`src/logic/aoic_pkg.sv`:
```
`default_nettype none
package aoic_pkg;
   localparam int SAMPLE_W = 12;
   localparam int FRAME_W = 16;
   localparam int ADDR_W = 8;
   localparam int DATA_W = 8;
   // Register offsets
   localparam logic [7:0] ADDR_CONTROL = 8'h00;
   localparam logic [7:0] ADDR_SPEED_TUNING_A = 8'h02;
   localparam logic [7:0] ADDR_PERFORMANCE_TUNING = 8'h03;
   localparam logic [7:0] ADDR_HF_INPUT_CHAN_A = 8'h4a;
   localparam logic [7:0] ADDR_HF_INPUT_CHAN_B = 8'h58;
   localparam logic [7:0] ADDR_SPEED_TUNING_B = 8'hd5;
   localparam logic [7:0] ADDR_SPEED_TUNING_C = 8'hd7;
   localparam logic [7:0] ADDR_SPEED_TUNING_D = 8'hdb;
   localparam logic [7:0] ADDR_OUTPUT_CFG = 8'h41;
   localparam logic [7:0] ADDR_POWER_MODE = 8'h42;
   // Field positions
   localparam int CONTROL_RESET_BIT = 1;
   localparam int CONTROL_READOUT_BIT = 0;
   localparam int OUTPUT_CFG_DDR_BIT = 0;
   localparam int POWER_MODE_W = 3;
   localparam int HF_ENABLE_BIT = 0;
   // Reset values
   localparam logic [7:0] REG_RESET_VALUE = 8'h00;
   // Power-mode codes, same order as {pin one, pin two, pin three}
   localparam logic [2:0] PMODE_NORMAL = 3'h0;
   localparam logic [2:0] PMODE_GLOBAL_PD = 3'h4;
   localparam logic [2:0] PMODE_CHAN_A_STANDBY = 3'h5;
   localparam logic [2:0] PMODE_MUX = 3'h7;
   // Recommended high-speed register values
   localparam logic [7:0] HS_VALUE_A = 8'h40;
   localparam logic [7:0] HS_VALUE_B = 8'h18;
   localparam logic [7:0] HS_VALUE_C = 8'h0c;
   localparam logic [7:0] HS_VALUE_D = 8'h20;
   // Output clock period in sampling-clock cycles: one phase per edge kind
   localparam int OUT_PHASES = 2;
   localparam int BUF_DEPTH_DEFAULT = 2;
endpackage
`default_nettype wire

```
`src/logic/aoic_top.sv`:
```
// Notes on behaviour
// - Each conversion gives a 12-bit word per channel plus a synchronous output clock.
// - DDR or parallel CMOS chosen by register bit, or by select pin level.
// - DDR mode carries two sample bits per pair per output clock period.
// - DDR: even bits with positive clock high, odd bits with it low.
// - CMOS mode drives each bit on its own pin, one word per period.
// - Multiplexed mode interleaves both channels onto the channel B bus.
// - Multiplexed mode keeps all channel A pins high impedance.
// - Multiplexed mode entered from power-mode field or the three control pins.
// - Parallel configuration needs no reset pulse and ignores serial data.
// - Parallel mode: clock pin low-speed, select pin interface, control pins power.
// - Serial mode: select, data, clock pins form a register write port.
// - Reset pin pulse or reset register bit restores all register defaults.
// - Frame of 16 bits, address then data, loaded on sixteenth fall.
// - Serial data sampled on serial clock falling edges while select low.
// - All control pins high gives mux; only first high gives power-down.
// - Reset register bit clears itself after the registers initialise.
`default_nettype none
module aoic_top #(
   parameter int BUF_DEPTH = aoic_pkg::BUF_DEPTH_DEFAULT
) (
   input wire logic mclk,
   input wire logic rst_n,
   input wire logic reset_pin,
   input wire logic serial_select_pin,
   input wire logic serial_clock_pin,
   input wire logic serial_data_in_pin,
   input wire logic power_ctl_pin_one,
   input wire logic power_ctl_pin_two,
   input wire logic power_ctl_pin_three,
   input wire logic [aoic_pkg::SAMPLE_W-1:0] chan_a_sample,
   input wire logic [aoic_pkg::SAMPLE_W-1:0] chan_b_sample,
   input wire logic sample_valid,
   output logic sample_ready,
   input wire logic rx_ready,
   output logic [aoic_pkg::SAMPLE_W-1:0] chan_a_out_bus,
   output logic [aoic_pkg::SAMPLE_W-1:0] chan_a_out_oe,
   output logic [aoic_pkg::SAMPLE_W-1:0] chan_b_out_bus,
   output logic [aoic_pkg::SAMPLE_W-1:0] chan_b_out_oe,
   output logic out_clock_positive,
   output logic out_clock_single,
   output logic word_fresh,
   output logic ddr_active,
   output logic mux_active,
   output logic global_power_down,
   output logic low_speed_mode,
   output logic [1:0] best_performance_bits,
   output logic hf_input_chan_a,
   output logic hf_input_chan_b,
   output logic high_speed_mode
);
   localparam int SW = aoic_pkg::SAMPLE_W;
   localparam int HALF = SW / 2;
   localparam int PW = $clog2(BUF_DEPTH);
   localparam int CW = $clog2(BUF_DEPTH + 1);

   if (BUF_DEPTH != 2)
   begin : g_bad_depth
      $error("BUF_DEPTH must be 2; pointer logic assumes a power of two of two");
   end

   // Two-flop synchronisers for every pin
   logic [5:0] pin_s1_reg;
   logic [5:0] pin_s2_reg;
   logic sclk_prev_reg;
   always_ff @(posedge mclk)
   begin
      if (!rst_n)
      begin
         pin_s1_reg <= 6'h00;
         pin_s2_reg <= 6'h00;
         sclk_prev_reg <= 1'b0;
      end
      else
      begin
         pin_s1_reg <= {reset_pin, serial_select_pin, serial_clock_pin, serial_data_in_pin,
                        power_ctl_pin_one, power_ctl_pin_two};
         pin_s2_reg <= pin_s1_reg;
         sclk_prev_reg <= pin_s2_reg[3];
      end
   end
   logic [2:0] ctl_s1_reg;
   logic [2:0] ctl_s2_reg;
   always_ff @(posedge mclk)
   begin
      if (!rst_n)
      begin
         ctl_s1_reg <= 3'h0;
         ctl_s2_reg <= 3'h0;
      end
      else
      begin
         ctl_s1_reg <= {pin_s2_reg[1], pin_s2_reg[0], power_ctl_pin_three};
         ctl_s2_reg <= ctl_s1_reg;
      end
   end
   // Pin three gets its own pair; one and two are already twice registered above
   logic [2:0] ctl_pins;
   assign ctl_pins = {pin_s2_reg[1], pin_s2_reg[0], ctl_s2_reg[0]};

   logic par_mode;
   logic sen_s;
   logic sclk_s;
   logic serial_data_in_pin_s;
   logic sclk_fall;
   assign par_mode = pin_s2_reg[5];
   assign sen_s = pin_s2_reg[4];
   assign sclk_s = pin_s2_reg[3];
   assign serial_data_in_pin_s = pin_s2_reg[2];
   assign sclk_fall = sclk_prev_reg && !sclk_s;

   // Serial frame shifter; held cleared in parallel mode, so serial frames are ignored there
   logic [aoic_pkg::FRAME_W-2:0] shift_reg;
   logic [3:0] bit_cnt_reg;
   logic frame_done;
   logic [aoic_pkg::FRAME_W-1:0] frame;
   assign frame = {shift_reg, serial_data_in_pin_s};
   assign frame_done = sclk_fall && !sen_s && !par_mode && bit_cnt_reg == 4'hf;
   always_ff @(posedge mclk)
   begin
      if (!rst_n || sen_s || par_mode)
      begin
         shift_reg <= '0;
         bit_cnt_reg <= 4'h0;
      end
      else if (sclk_fall)
      begin
         shift_reg <= frame[aoic_pkg::FRAME_W-2:0];
         bit_cnt_reg <= bit_cnt_reg + 4'h1;
      end
   end
   logic [7:0] wr_addr;
   logic [7:0] wr_data;
   assign wr_addr = frame[15:8];
   assign wr_data = frame[7:0];

   // Register file; reset pin high, either as pulse or held, forces defaults
   logic [7:0] control_reg;
   logic [7:0] speed_tuning_a_reg;
   logic [7:0] performance_tuning_reg;
   logic [7:0] high_freq_input_chan_a_reg;
   logic [7:0] high_freq_input_chan_b_reg;
   logic [7:0] speed_tuning_b_reg;
   logic [7:0] speed_tuning_c_reg;
   logic [7:0] speed_tuning_d_reg;
   logic [7:0] output_cfg_reg;
   logic [7:0] power_mode_reg;
   logic regs_clear;
   logic wr_en;
   assign regs_clear = !rst_n || par_mode || control_reg[aoic_pkg::CONTROL_RESET_BIT];
   // Readback mode blocks writes except to the control register
   assign wr_en = frame_done
                  && (!control_reg[aoic_pkg::CONTROL_READOUT_BIT]
                      || wr_addr == aoic_pkg::ADDR_CONTROL);
   always_ff @(posedge mclk)
   begin
      if (regs_clear)
      begin
         control_reg <= aoic_pkg::REG_RESET_VALUE;
         speed_tuning_a_reg <= aoic_pkg::REG_RESET_VALUE;
         performance_tuning_reg <= aoic_pkg::REG_RESET_VALUE;
         high_freq_input_chan_a_reg <= aoic_pkg::REG_RESET_VALUE;
         high_freq_input_chan_b_reg <= aoic_pkg::REG_RESET_VALUE;
         speed_tuning_b_reg <= aoic_pkg::REG_RESET_VALUE;
         speed_tuning_c_reg <= aoic_pkg::REG_RESET_VALUE;
         speed_tuning_d_reg <= aoic_pkg::REG_RESET_VALUE;
         output_cfg_reg <= aoic_pkg::REG_RESET_VALUE;
         power_mode_reg <= aoic_pkg::REG_RESET_VALUE;
      end
      else if (wr_en)
      begin
         case (wr_addr)
            aoic_pkg::ADDR_CONTROL: control_reg <= {6'h00, wr_data[1:0]};
            aoic_pkg::ADDR_SPEED_TUNING_A: speed_tuning_a_reg <= wr_data;
            aoic_pkg::ADDR_PERFORMANCE_TUNING: performance_tuning_reg <= {6'h00, wr_data[1:0]};
            aoic_pkg::ADDR_HF_INPUT_CHAN_A: high_freq_input_chan_a_reg <= wr_data;
            aoic_pkg::ADDR_HF_INPUT_CHAN_B: high_freq_input_chan_b_reg <= wr_data;
            aoic_pkg::ADDR_SPEED_TUNING_B: speed_tuning_b_reg <= wr_data;
            aoic_pkg::ADDR_SPEED_TUNING_C: speed_tuning_c_reg <= wr_data;
            aoic_pkg::ADDR_SPEED_TUNING_D: speed_tuning_d_reg <= wr_data;
            aoic_pkg::ADDR_OUTPUT_CFG: output_cfg_reg <= {7'h00, wr_data[0]};
            aoic_pkg::ADDR_POWER_MODE: power_mode_reg <= {5'h00, wr_data[2:0]};
            default: ;
         endcase
      end
   end

   // Mode requests; ddr and mux wait for the sample-boundary latch, power-down and standby do not
   logic ddr_req;
   logic mux_req;
   logic pd_req;
   logic standby_req;
   logic [2:0] pmode;
   assign pmode = power_mode_reg[aoic_pkg::POWER_MODE_W-1:0];
   assign ddr_req = par_mode ? sen_s : output_cfg_reg[aoic_pkg::OUTPUT_CFG_DDR_BIT];
   assign mux_req = ctl_pins == aoic_pkg::PMODE_MUX || pmode == aoic_pkg::PMODE_MUX;
   assign pd_req = ctl_pins == aoic_pkg::PMODE_GLOBAL_PD
                   || pmode == aoic_pkg::PMODE_GLOBAL_PD;
   assign standby_req = ctl_pins == aoic_pkg::PMODE_CHAN_A_STANDBY
                        || pmode == aoic_pkg::PMODE_CHAN_A_STANDBY;

   always_ff @(posedge mclk)
   begin
      if (!rst_n)
      begin
         global_power_down <= 1'b0;
         low_speed_mode <= 1'b0;
         best_performance_bits <= 2'h0;
         hf_input_chan_a <= 1'b0;
         hf_input_chan_b <= 1'b0;
         high_speed_mode <= 1'b0;
      end
      else
      begin
         global_power_down <= pd_req;
         low_speed_mode <= par_mode && sclk_s;
         best_performance_bits <= performance_tuning_reg[1:0];
         hf_input_chan_a <= high_freq_input_chan_a_reg[aoic_pkg::HF_ENABLE_BIT];
         hf_input_chan_b <= high_freq_input_chan_b_reg[aoic_pkg::HF_ENABLE_BIT];
         high_speed_mode <= speed_tuning_a_reg == aoic_pkg::HS_VALUE_A
                            && speed_tuning_b_reg == aoic_pkg::HS_VALUE_B
                            && speed_tuning_c_reg == aoic_pkg::HS_VALUE_C
                            && speed_tuning_d_reg == aoic_pkg::HS_VALUE_D;
      end
   end

   // Two-entry sample buffer; a stalled receiver holds words here
   logic [2*SW-1:0] buf_mem [BUF_DEPTH];
   logic [PW-1:0] wr_ptr_reg;
   logic [PW-1:0] rd_ptr_reg;
   logic [CW-1:0] count_reg;
   logic push;
   logic pop;
   logic boundary;
   logic phase_reg;
   assign boundary = phase_reg;
   assign push = sample_valid && sample_ready;
   assign pop = boundary && rx_ready && count_reg != '0;
   always_ff @(posedge mclk)
   begin
      if (!rst_n)
      begin
         wr_ptr_reg <= '0;
         rd_ptr_reg <= '0;
         count_reg <= '0;
         sample_ready <= 1'b0;
      end
      else
      begin
         if (push)
         begin
            wr_ptr_reg <= wr_ptr_reg + 1'b1;
         end
         if (pop)
         begin
            rd_ptr_reg <= rd_ptr_reg + 1'b1;
         end
         count_reg <= count_reg + CW'(push) - CW'(pop);
         sample_ready <= (count_reg + CW'(push) - CW'(pop)) < CW'(BUF_DEPTH);
      end
   end
   always_ff @(posedge mclk)
   begin
      if (push)
      begin
         buf_mem[wr_ptr_reg] <= {chan_a_sample, chan_b_sample};
      end
   end

   // Output engine: phase 0 is the clock-high half, phase 1 the low half
   logic [SW-1:0] word_a_reg;
   logic [SW-1:0] word_b_reg;
   // Fresh mark runs one stage ahead of the pins; delayed below to line up
   logic fresh_reg;
   always_ff @(posedge mclk)
   begin
      if (!rst_n)
      begin
         phase_reg <= 1'b1;
         word_a_reg <= '0;
         word_b_reg <= '0;
         ddr_active <= 1'b0;
         mux_active <= 1'b0;
         fresh_reg <= 1'b0;
      end
      else
      begin
         phase_reg <= !phase_reg;
         if (boundary)
         begin
            ddr_active <= ddr_req;
            mux_active <= mux_req;
            fresh_reg <= pop;
            if (pop)
            begin
               {word_a_reg, word_b_reg} <= buf_mem[rd_ptr_reg];
            end
         end
      end
   end

   // Pins follow one cycle behind the engine state
   logic [SW-1:0] a_next;
   logic [SW-1:0] b_next;
   logic [SW-1:0] a_oe_next;
   logic [SW-1:0] b_oe_next;
   logic pos_next;
   logic single_next;
   logic cur_phase;
   always_comb
   begin
      cur_phase = !phase_reg;
      a_next = '0;
      b_next = '0;
      a_oe_next = '1;
      b_oe_next = '1;
      pos_next = 1'b0;
      single_next = 1'b0;
      if (mux_active)
      begin
         a_oe_next = '0;
         b_next = cur_phase ? word_b_reg : word_a_reg;
         pos_next = !cur_phase;
         single_next = !cur_phase;
      end
      else if (ddr_active)
      begin
         for (int i = 0; i < HALF; i++)
         begin
            a_next[i] = word_a_reg[2*i + int'(cur_phase)];
            b_next[i] = word_b_reg[2*i + int'(cur_phase)];
         end
         a_oe_next[SW-1:HALF] = '0;
         b_oe_next[SW-1:HALF] = '0;
         pos_next = !cur_phase;
      end
      else
      begin
         a_next = word_a_reg;
         b_next = word_b_reg;
         // Rise falls mid-word so the receiver never latches on a changing bus
         single_next = !cur_phase;
      end
      // Standby silences channel A only; global power-down silences both buses, while the output clocks keep toggling
      if (standby_req)
      begin
         a_oe_next = '0;
      end
      if (pd_req)
      begin
         a_oe_next = '0;
         b_oe_next = '0;
      end
   end
   always_ff @(posedge mclk)
   begin
      if (!rst_n)
      begin
         chan_a_out_bus <= '0;
         chan_b_out_bus <= '0;
         chan_a_out_oe <= '0;
         chan_b_out_oe <= '0;
         out_clock_positive <= 1'b0;
         out_clock_single <= 1'b0;
         word_fresh <= 1'b0;
      end
      else
      begin
         word_fresh <= fresh_reg;
         chan_a_out_bus <= a_next;
         chan_b_out_bus <= b_next;
         chan_a_out_oe <= a_oe_next;
         chan_b_out_oe <= b_oe_next;
         out_clock_positive <= pos_next;
         out_clock_single <= single_next;
      end
   end
endmodule
`default_nettype wire

```
`config.mk`:
```
export PLATFORM = sky130hd
export DESIGN_NAME = aoic_top
export DESIGN_NICKNAME = d
export VERILOG_FILES = /design/src/logic/aoic_pkg.sv /design/src/logic/aoic_top.sv
export SDC_FILE = /design/constraint.sdc
export NUM_CORES = 1
export LEC_CHECK = 0
export BUFFER_PORTS_ARGS = -buffer_cell sky130_fd_sc_hd__buf_2
export CORE_MARGIN = 2
export CORE_UTILIZATION = 34
export DETAILED_ROUTE_END_ITERATION = 8
export PLACE_DENSITY = 0.57
export SETUP_SLACK_MARGIN = 0.05
export SLEW_MARGIN = 0
export SYNTH_ARGS = -nofsm -noshare
export SYNTH_HDL_FRONTEND = slang
export SYNTH_SLANG_ARGS = --single-unit
```
`constraint.sdc`:
```
create_clock -name mclk -period 3.2 [get_ports mclk]
set_input_delay 0.16 -clock mclk [delete_from_list [all_inputs] [get_ports mclk]]
set_output_delay 0.16 -clock mclk [all_outputs]
set_load 0.05 [all_outputs]
```
======== After elaboration in Yosys (flattened, before gate mapping) ========
Memory sizes are Yosys's and may differ from the RTL's. A register that Yosys moved wholly into a read port is not among the register bits.
Index checks and enable logic that the tools add are counted.
operators by class
  add/subtract/negate cells ............... 10
  $lt $le $gt $ge ......................... 7
  equality and inequality tests ........... 20
  mux-type cells .......................... 50
  bitwise operators ....................... 1
  reductions and logical operators ........ 45
operators with widths
  operator               count
  $mux W6                7
  $bmux W1 S4            10
  $eq A8 B7 Y1 const B   5
  $mux W1                31
  $eq A8 B8 Y1 const B   3
  $mux W12               2
  $reduce_and A2 Y1      11
  $eq A3 B3 Y1 const B   6
  $eq A8 B2 Y1 const B   2
  $logic_and A1 B1 Y1    12
  $add A4 B1 Y5 const A  2
  $lt A4 B5 Y1 const B   2
  $lt A5 B5 Y1 const B   2
  $add A3 B1 Y4 const A  2
  $eq A8 B4 Y1 const B   1
  $eq A8 B5 Y1 const B   1
  $eq A8 B6 Y1 const B   1
  $logic_not A8 Y1       1
  $logic_or A1 B1 Y1     8
  $logic_not A1 Y1       7
  $reduce_or A3 Y1       2
  $lt A1 B5 Y1 const B   1
  $lt A3 B5 Y1 const B   1
  $add A4 B1 Y4 const B  1
  10 further kinds       12
word-level totals
  bits in registers ....................... 143
  RAM bits ................................ 48
  output and inout bits ................... 61
  logic and storage cells ................. 175
  memories kept ........................... 1
memories
  name     words  bits a word  read ports  clocked after Yosys merged registers in  write ports  line             source
  buf_mem  2      24           1           1                                        1            aoic_top.sv:228  logic [2*SW-1:0] buf_mem [BUF_DEPTH];

======== Longest topological paths before layout ========
  word-level depth ........................ 7
  gate-level depth with buffers ........... 9

======== Worst setup path after synthesis ========
OpenSTA, ideal clock, no wires.
  path kind ............................... register to register
  start point ............................. reg sample_ready
  end point ............................... mem buf_mem[0][0] (netlist name) (enable)
  setup time .............................. 0.405 ns
  data arrival time ....................... 1.915 ns
  data required time ...................... 2.795 ns
  slack ................................... 0.880 ns
  cell stages (with the launch flop) ...... 3
  clock period less this slack ............ 2.320 ns
  cell sequence ........................... dfxtp_1 > nand2_1 > nor2_1
on the way
  longest elaborated chain between the ends .. 3
ends and longest elaborated chain
  item                           line             source
  from (decl)                    aoic_top.sv:34   output logic sample_ready,
  from (signal assigned)         aoic_top.sv:259  sample_ready <= (count_reg + CW'(push) - CW'(pop)) < CW'(BUF_DEPTH);
  $logic_and A1 B1 Y1            aoic_top.sv:237  assign push = sample_valid && sample_ready;
  $mux W1                        aoic_top.sv:264  if (push)
  $mux W1 (not written as such)  aoic_top.sv:266  buf_mem[wr_ptr_reg] <= {chan_a_sample, chan_b_sample};
  to (decl)                      aoic_top.sv:228
Every way passes these cells.

======== Final worst setup path ========
  start point ............................. reg bit_cnt_reg[0]
  end point ............................... reg speed_tuning_b_reg[0]
on the way
  longest elaborated chain between the ends .. 4
ends and longest elaborated chain
  item                         line             source
  from (decl)                  aoic_top.sv:114  logic [3:0] bit_cnt_reg;
  from (signal assigned)       aoic_top.sv:129  bit_cnt_reg <= bit_cnt_reg + 4'h1;
  $eq A4 B4 Y1                 aoic_top.sv:118  assign frame_done = sclk_fall && !sen_s && !par_mode && bit_cnt_reg == 4'hf;
  $logic_and A1 B1 Y1          aoic_top.sv:118
  $logic_and A1 B1 Y1          aoic_top.sv:153  && (!control_reg[aoic_pkg::CONTROL_READOUT_BIT]
  $reduce_and A2 Y1 (no line)  n/a
  to (signal assigned)         aoic_top.sv:164  speed_tuning_b_reg <= aoic_pkg::REG_RESET_VALUE;
  to (signal assigned)         aoic_top.sv:178  aoic_pkg::ADDR_SPEED_TUNING_B: speed_tuning_b_reg <= wr_data;
  to (decl)                    aoic_top.sv:143  logic [7:0] speed_tuning_b_reg;
Every way passes these cells.
A chain may end at the register's enable or synchronous reset.

==> results.py <==
metrics = {
    "run_status": {
        "outcome": "completed",
    },
    "detailed_routing": {
        "drtPass1Iterations": 5,
        "vias_per_cell": 4.673,
        "ant_nets": 0,
        "drt-total-wl_um": 15390,
        "wl_per_cell_um": 14.83,
        "vias": 4851,
        "route.detailed.drc": 0,
        "drtIter0Drc": 316,
    },
    "final_layout": {
        "largest_reg_flops": 48,
        "layout_commonest_cell": "dfxtp_1",
        "drive_gt1_frac": 0.2031,
        "fillCellCount": 2050,
        "multi_input_area_sq_mm": 0.002552,
        "antennaDiodeCount": 0,
        "syn_to_final_growth_pct": 21.33,
        "final_area_sq_mm": 0.008775,
        "fin_nets": 787,
        "regArea_sq_mm": 0.004384,
        "final_cells": 1038,
        "final_cell_mix": "dfxtp_1, nand2_1, buf_2",
    },
    "worst_setup_path": {
        "cp_max_fo": 8,
        "crit_chain": "ha_1 > nand3b_4 > nor4b_1 > nand4_2 > mux2i_1",
        "startpoint_type": "flip-flop",
        "worstSetupStartpoint": "bit_cnt_reg[0]$_SDFFE_PP0N_",
        "critical_path.top_delay_family": "simple AND/OR/NAND/NOR gates",
        "crit_path_end_kind": "flip-flop",
        "crit_arrival_ns": 2.42,
        "path_depth": 5,
        "r2r_end": "speed_tuning_b_reg[0]$_SDFFE_PP0P_",
        "crit_required_ns": 3.50,
        "critical_path.slowest_cell": "nor4b_1",
        "crit_type": "reg2reg",
        "endpoint": "speed_tuning_b_reg[0]$_SDFFE_PP0P_",
        "slowest_delay_ns": 0.59,
        "r2r_slack_ns": 1.08,
        "critPathBufInv": 0,
        "r2r_cells": 5,
        "r2r_start": "bit_cnt_reg[0]$_SDFFE_PP0N_",
    },
    "power": {
        "swShare": 0.2815,
        "p_leak_uw": 0.003519,
        "max-vdd-ir-drop_mv": 0.4024,
        "power_density_mw_per_mm2": 689.8,
        "switchingPower_uw": 1703,
        "clkPwrFrac": 0.360,
        "seq_power_share": 0.482,
        "power_frac_comb": 0.158,
        "intPower_uw": 4349,
    },
    "sta": {
        "hold_viol": 0,
        "final_max_slew_viol_count": 0,
        "max_freq_ghz": 0.4715,
        "worst_slack_ns": 1.079,
        "slew-limit-headroom": 0.4442,
        "tns_ns": 0,
        "hold_slack_ns": 0.1556,
        "skew_ns": 0.008280,
        "fin_crit_sh": 0.6628,
        "worst_pin_slew_ns": 0.8326,
        "rsz0062_at_grt": "no",
        "setup_viol": 0,
        "period_minus_slack_ns": 2.121,
    },
    "yosys": {
        "synth_nets": 687,
        "synthesis.area_sq_mm": 0.007232,
        "synth_edf_count": 48,
        "synthFlopType": "dfxtp_1",
        "synth.avg_cell_area_sq_um": 11.13,
        "synth_cells": 650,
        "synth-seq-cells": 195,
        "synth_cell_types": 49,
        "yosys_warnings": 0,
        "ys_seq_area_frac": 0.6062,
        "ys_async_sr_fraction": 0,
    },
    "placement": {
        "hpwlAfterDp_um": 10130,
        "pre_cts_slack_ns": 1.093,
        "port_buffers": 95,
        "dpl-instance-area_sq_mm": 0.007858,
        "gp_congestion": 0.8060,
        "post-place-cells": 975,
    },
    "cts": {
        "clkLatencyLatePin_ns": 0.43,
        "cts_tree": "yes",
        "post_cts_resize_count": 0,
        "cts.sinks": 195,
        "cts_buffer_depth": 2,
        "numCtsBuffers": 17,
        "htreeDepth": 4,
        "root_buffer": "clkbuf_16",
        "cts.reportedPaths.clkPinSlew_ns": 0.07,
    },
    "global_route": {
        "antenna_found_initial": 0,
        "grt_overflow": 0,
        "first_global_vias": 4618,
        "groute.usage.overall": 0.1417,
        "grt_max_degree": 52,
        "grt_pass1_wl_um": 24380,
    },
    "die": {
        "io_pins": 96,
        "core_area_sq_mm": 0.02096,
        "start_util": 0.3451,
        "dieWidth_um": 149.8,
        "dieArea_sq_mm": 0.02245,
        "num_rows": 53,
        "die_h_um": 149.8,
    },
    "job": {
        "cap_violations": 0,
    },
    "hold_path": {
        "hold_class": "in2reg",
    },
}
==> through the flow <==
step	utilization	total power, uW
final	0.4187	6053
after global routing	0.4187	6326
after CTS	0.4187	6123
after detailed placement	0.3750	3913
after global placement	0.3750	3908
after floorplan	-	3679
==> cells by family after synthesis <==
kind of cell / synth area share
buf+inv: 0.04187
mux: 0.1104
fa+ha+maj: 0.003460
xor+xnor: 0.009689
flops: 0.6062
simple gates: 0.1561
compound gates: 0.07232
==> per-layer routing <==
| metal | GRT usage | routed length, um |
|---|---|---|
| met5 | 0 | 0 |
| met4 | 0.04340 | 178 |
| met3 | 0.03628 | 668 |
| met2 | 0.2292 | 7311 |
| met1 | 0.1864 | 7232 |
==> worst min path at each step <==
stage / startpoint / to / cells past startpoint
3_5_place_dp: chan_a_sample[3] / buf_mem[0][15]$_DFFE_PP_ / 1
4_1_cts: rst_n / power_mode_reg[0]$_SDFFE_PP0P_ / 5
3_3_place_gp: chan_b_sample[1] / buf_mem[1][1]$_DFFE_PP_ / 1
2_1_floorplan: chan_b_sample[0] / buf_mem[0][0]$_DFFE_PP_ / 0
6_report: rst_n / power_mode_reg[0]$_SDFFE_PP0P_ / 5
5_1_grt: rst_n / output_cfg_reg[0]$_SDFFE_PP0P_ / 5
==> Yosys cell counts, drive strengths merged (2+ instances only) <==
library cell    n  area (sq um)
nand3b          2         27.53
buf            24         167.7
a22oi           6         45.04
nand4           8         56.30
nand2          96         360.4
mux2            6         67.56
ha              2         25.02
nor2           58         217.7
and2           23         143.9
a211oi         30         225.2
nor2b           4         25.02
a22o            4         35.03
a31oi           2         12.51
nand2b          4         25.02
nor4            8         65.06
a221o           2         20.02
nand3           3         15.01
mux2i          73         730.7
a21oi          20         100.1
nor4b           4         35.03
inv             3         11.26
and3            8         51.30
xnor2           5         43.79
dfxtp         147          2943
xor2            3         26.28
edfxtp         48          1441
nor3            4         20.02
clkbuf         33         123.9
or3             4         32.53
a222oi          2         20.02
o21ai           5         25.02
==> cell type report <==
cell class / instances / share of cell area
Multi-Input combinational cell: 395 / 0.2909
Clock buffer: 23 / 0.05575
Timing Repair Buffer: 138 / 0.09981
Tap cell: 275 / 0.03921
Sequential cell: 195 / 0.4996
Inverter: 3 / 0.001283
Clock inverter: 9 / 0.01340
==> power by group through the flow <==
stage | combinational, uW | clock, uW | sequential (uW)
after floorplan | 596 | 0 | 3080
after global placement | 932 | 0 | 2980
after detailed placement | 934 | 0 | 2980
after CTS | 969 | 2230 | 2920
after global routing | 1050 | 2330 | 2950
final | 955 | 2180 | 2920
==> what timing repair did <==
item,CTS,global route
endpoints found under the hold margin,55,0
buffers inserted,0,0
hold buffers,31,0
==> tightest hold or removal path, delay by kind of cell <==
family	cells	cell delay (ns)
multiplexers	1	0.05
buffers and inverters	2	0.18
AND/OR/NAND/NOR	2	0.14
No activity file was read; power rests on OpenSTA's default activity.
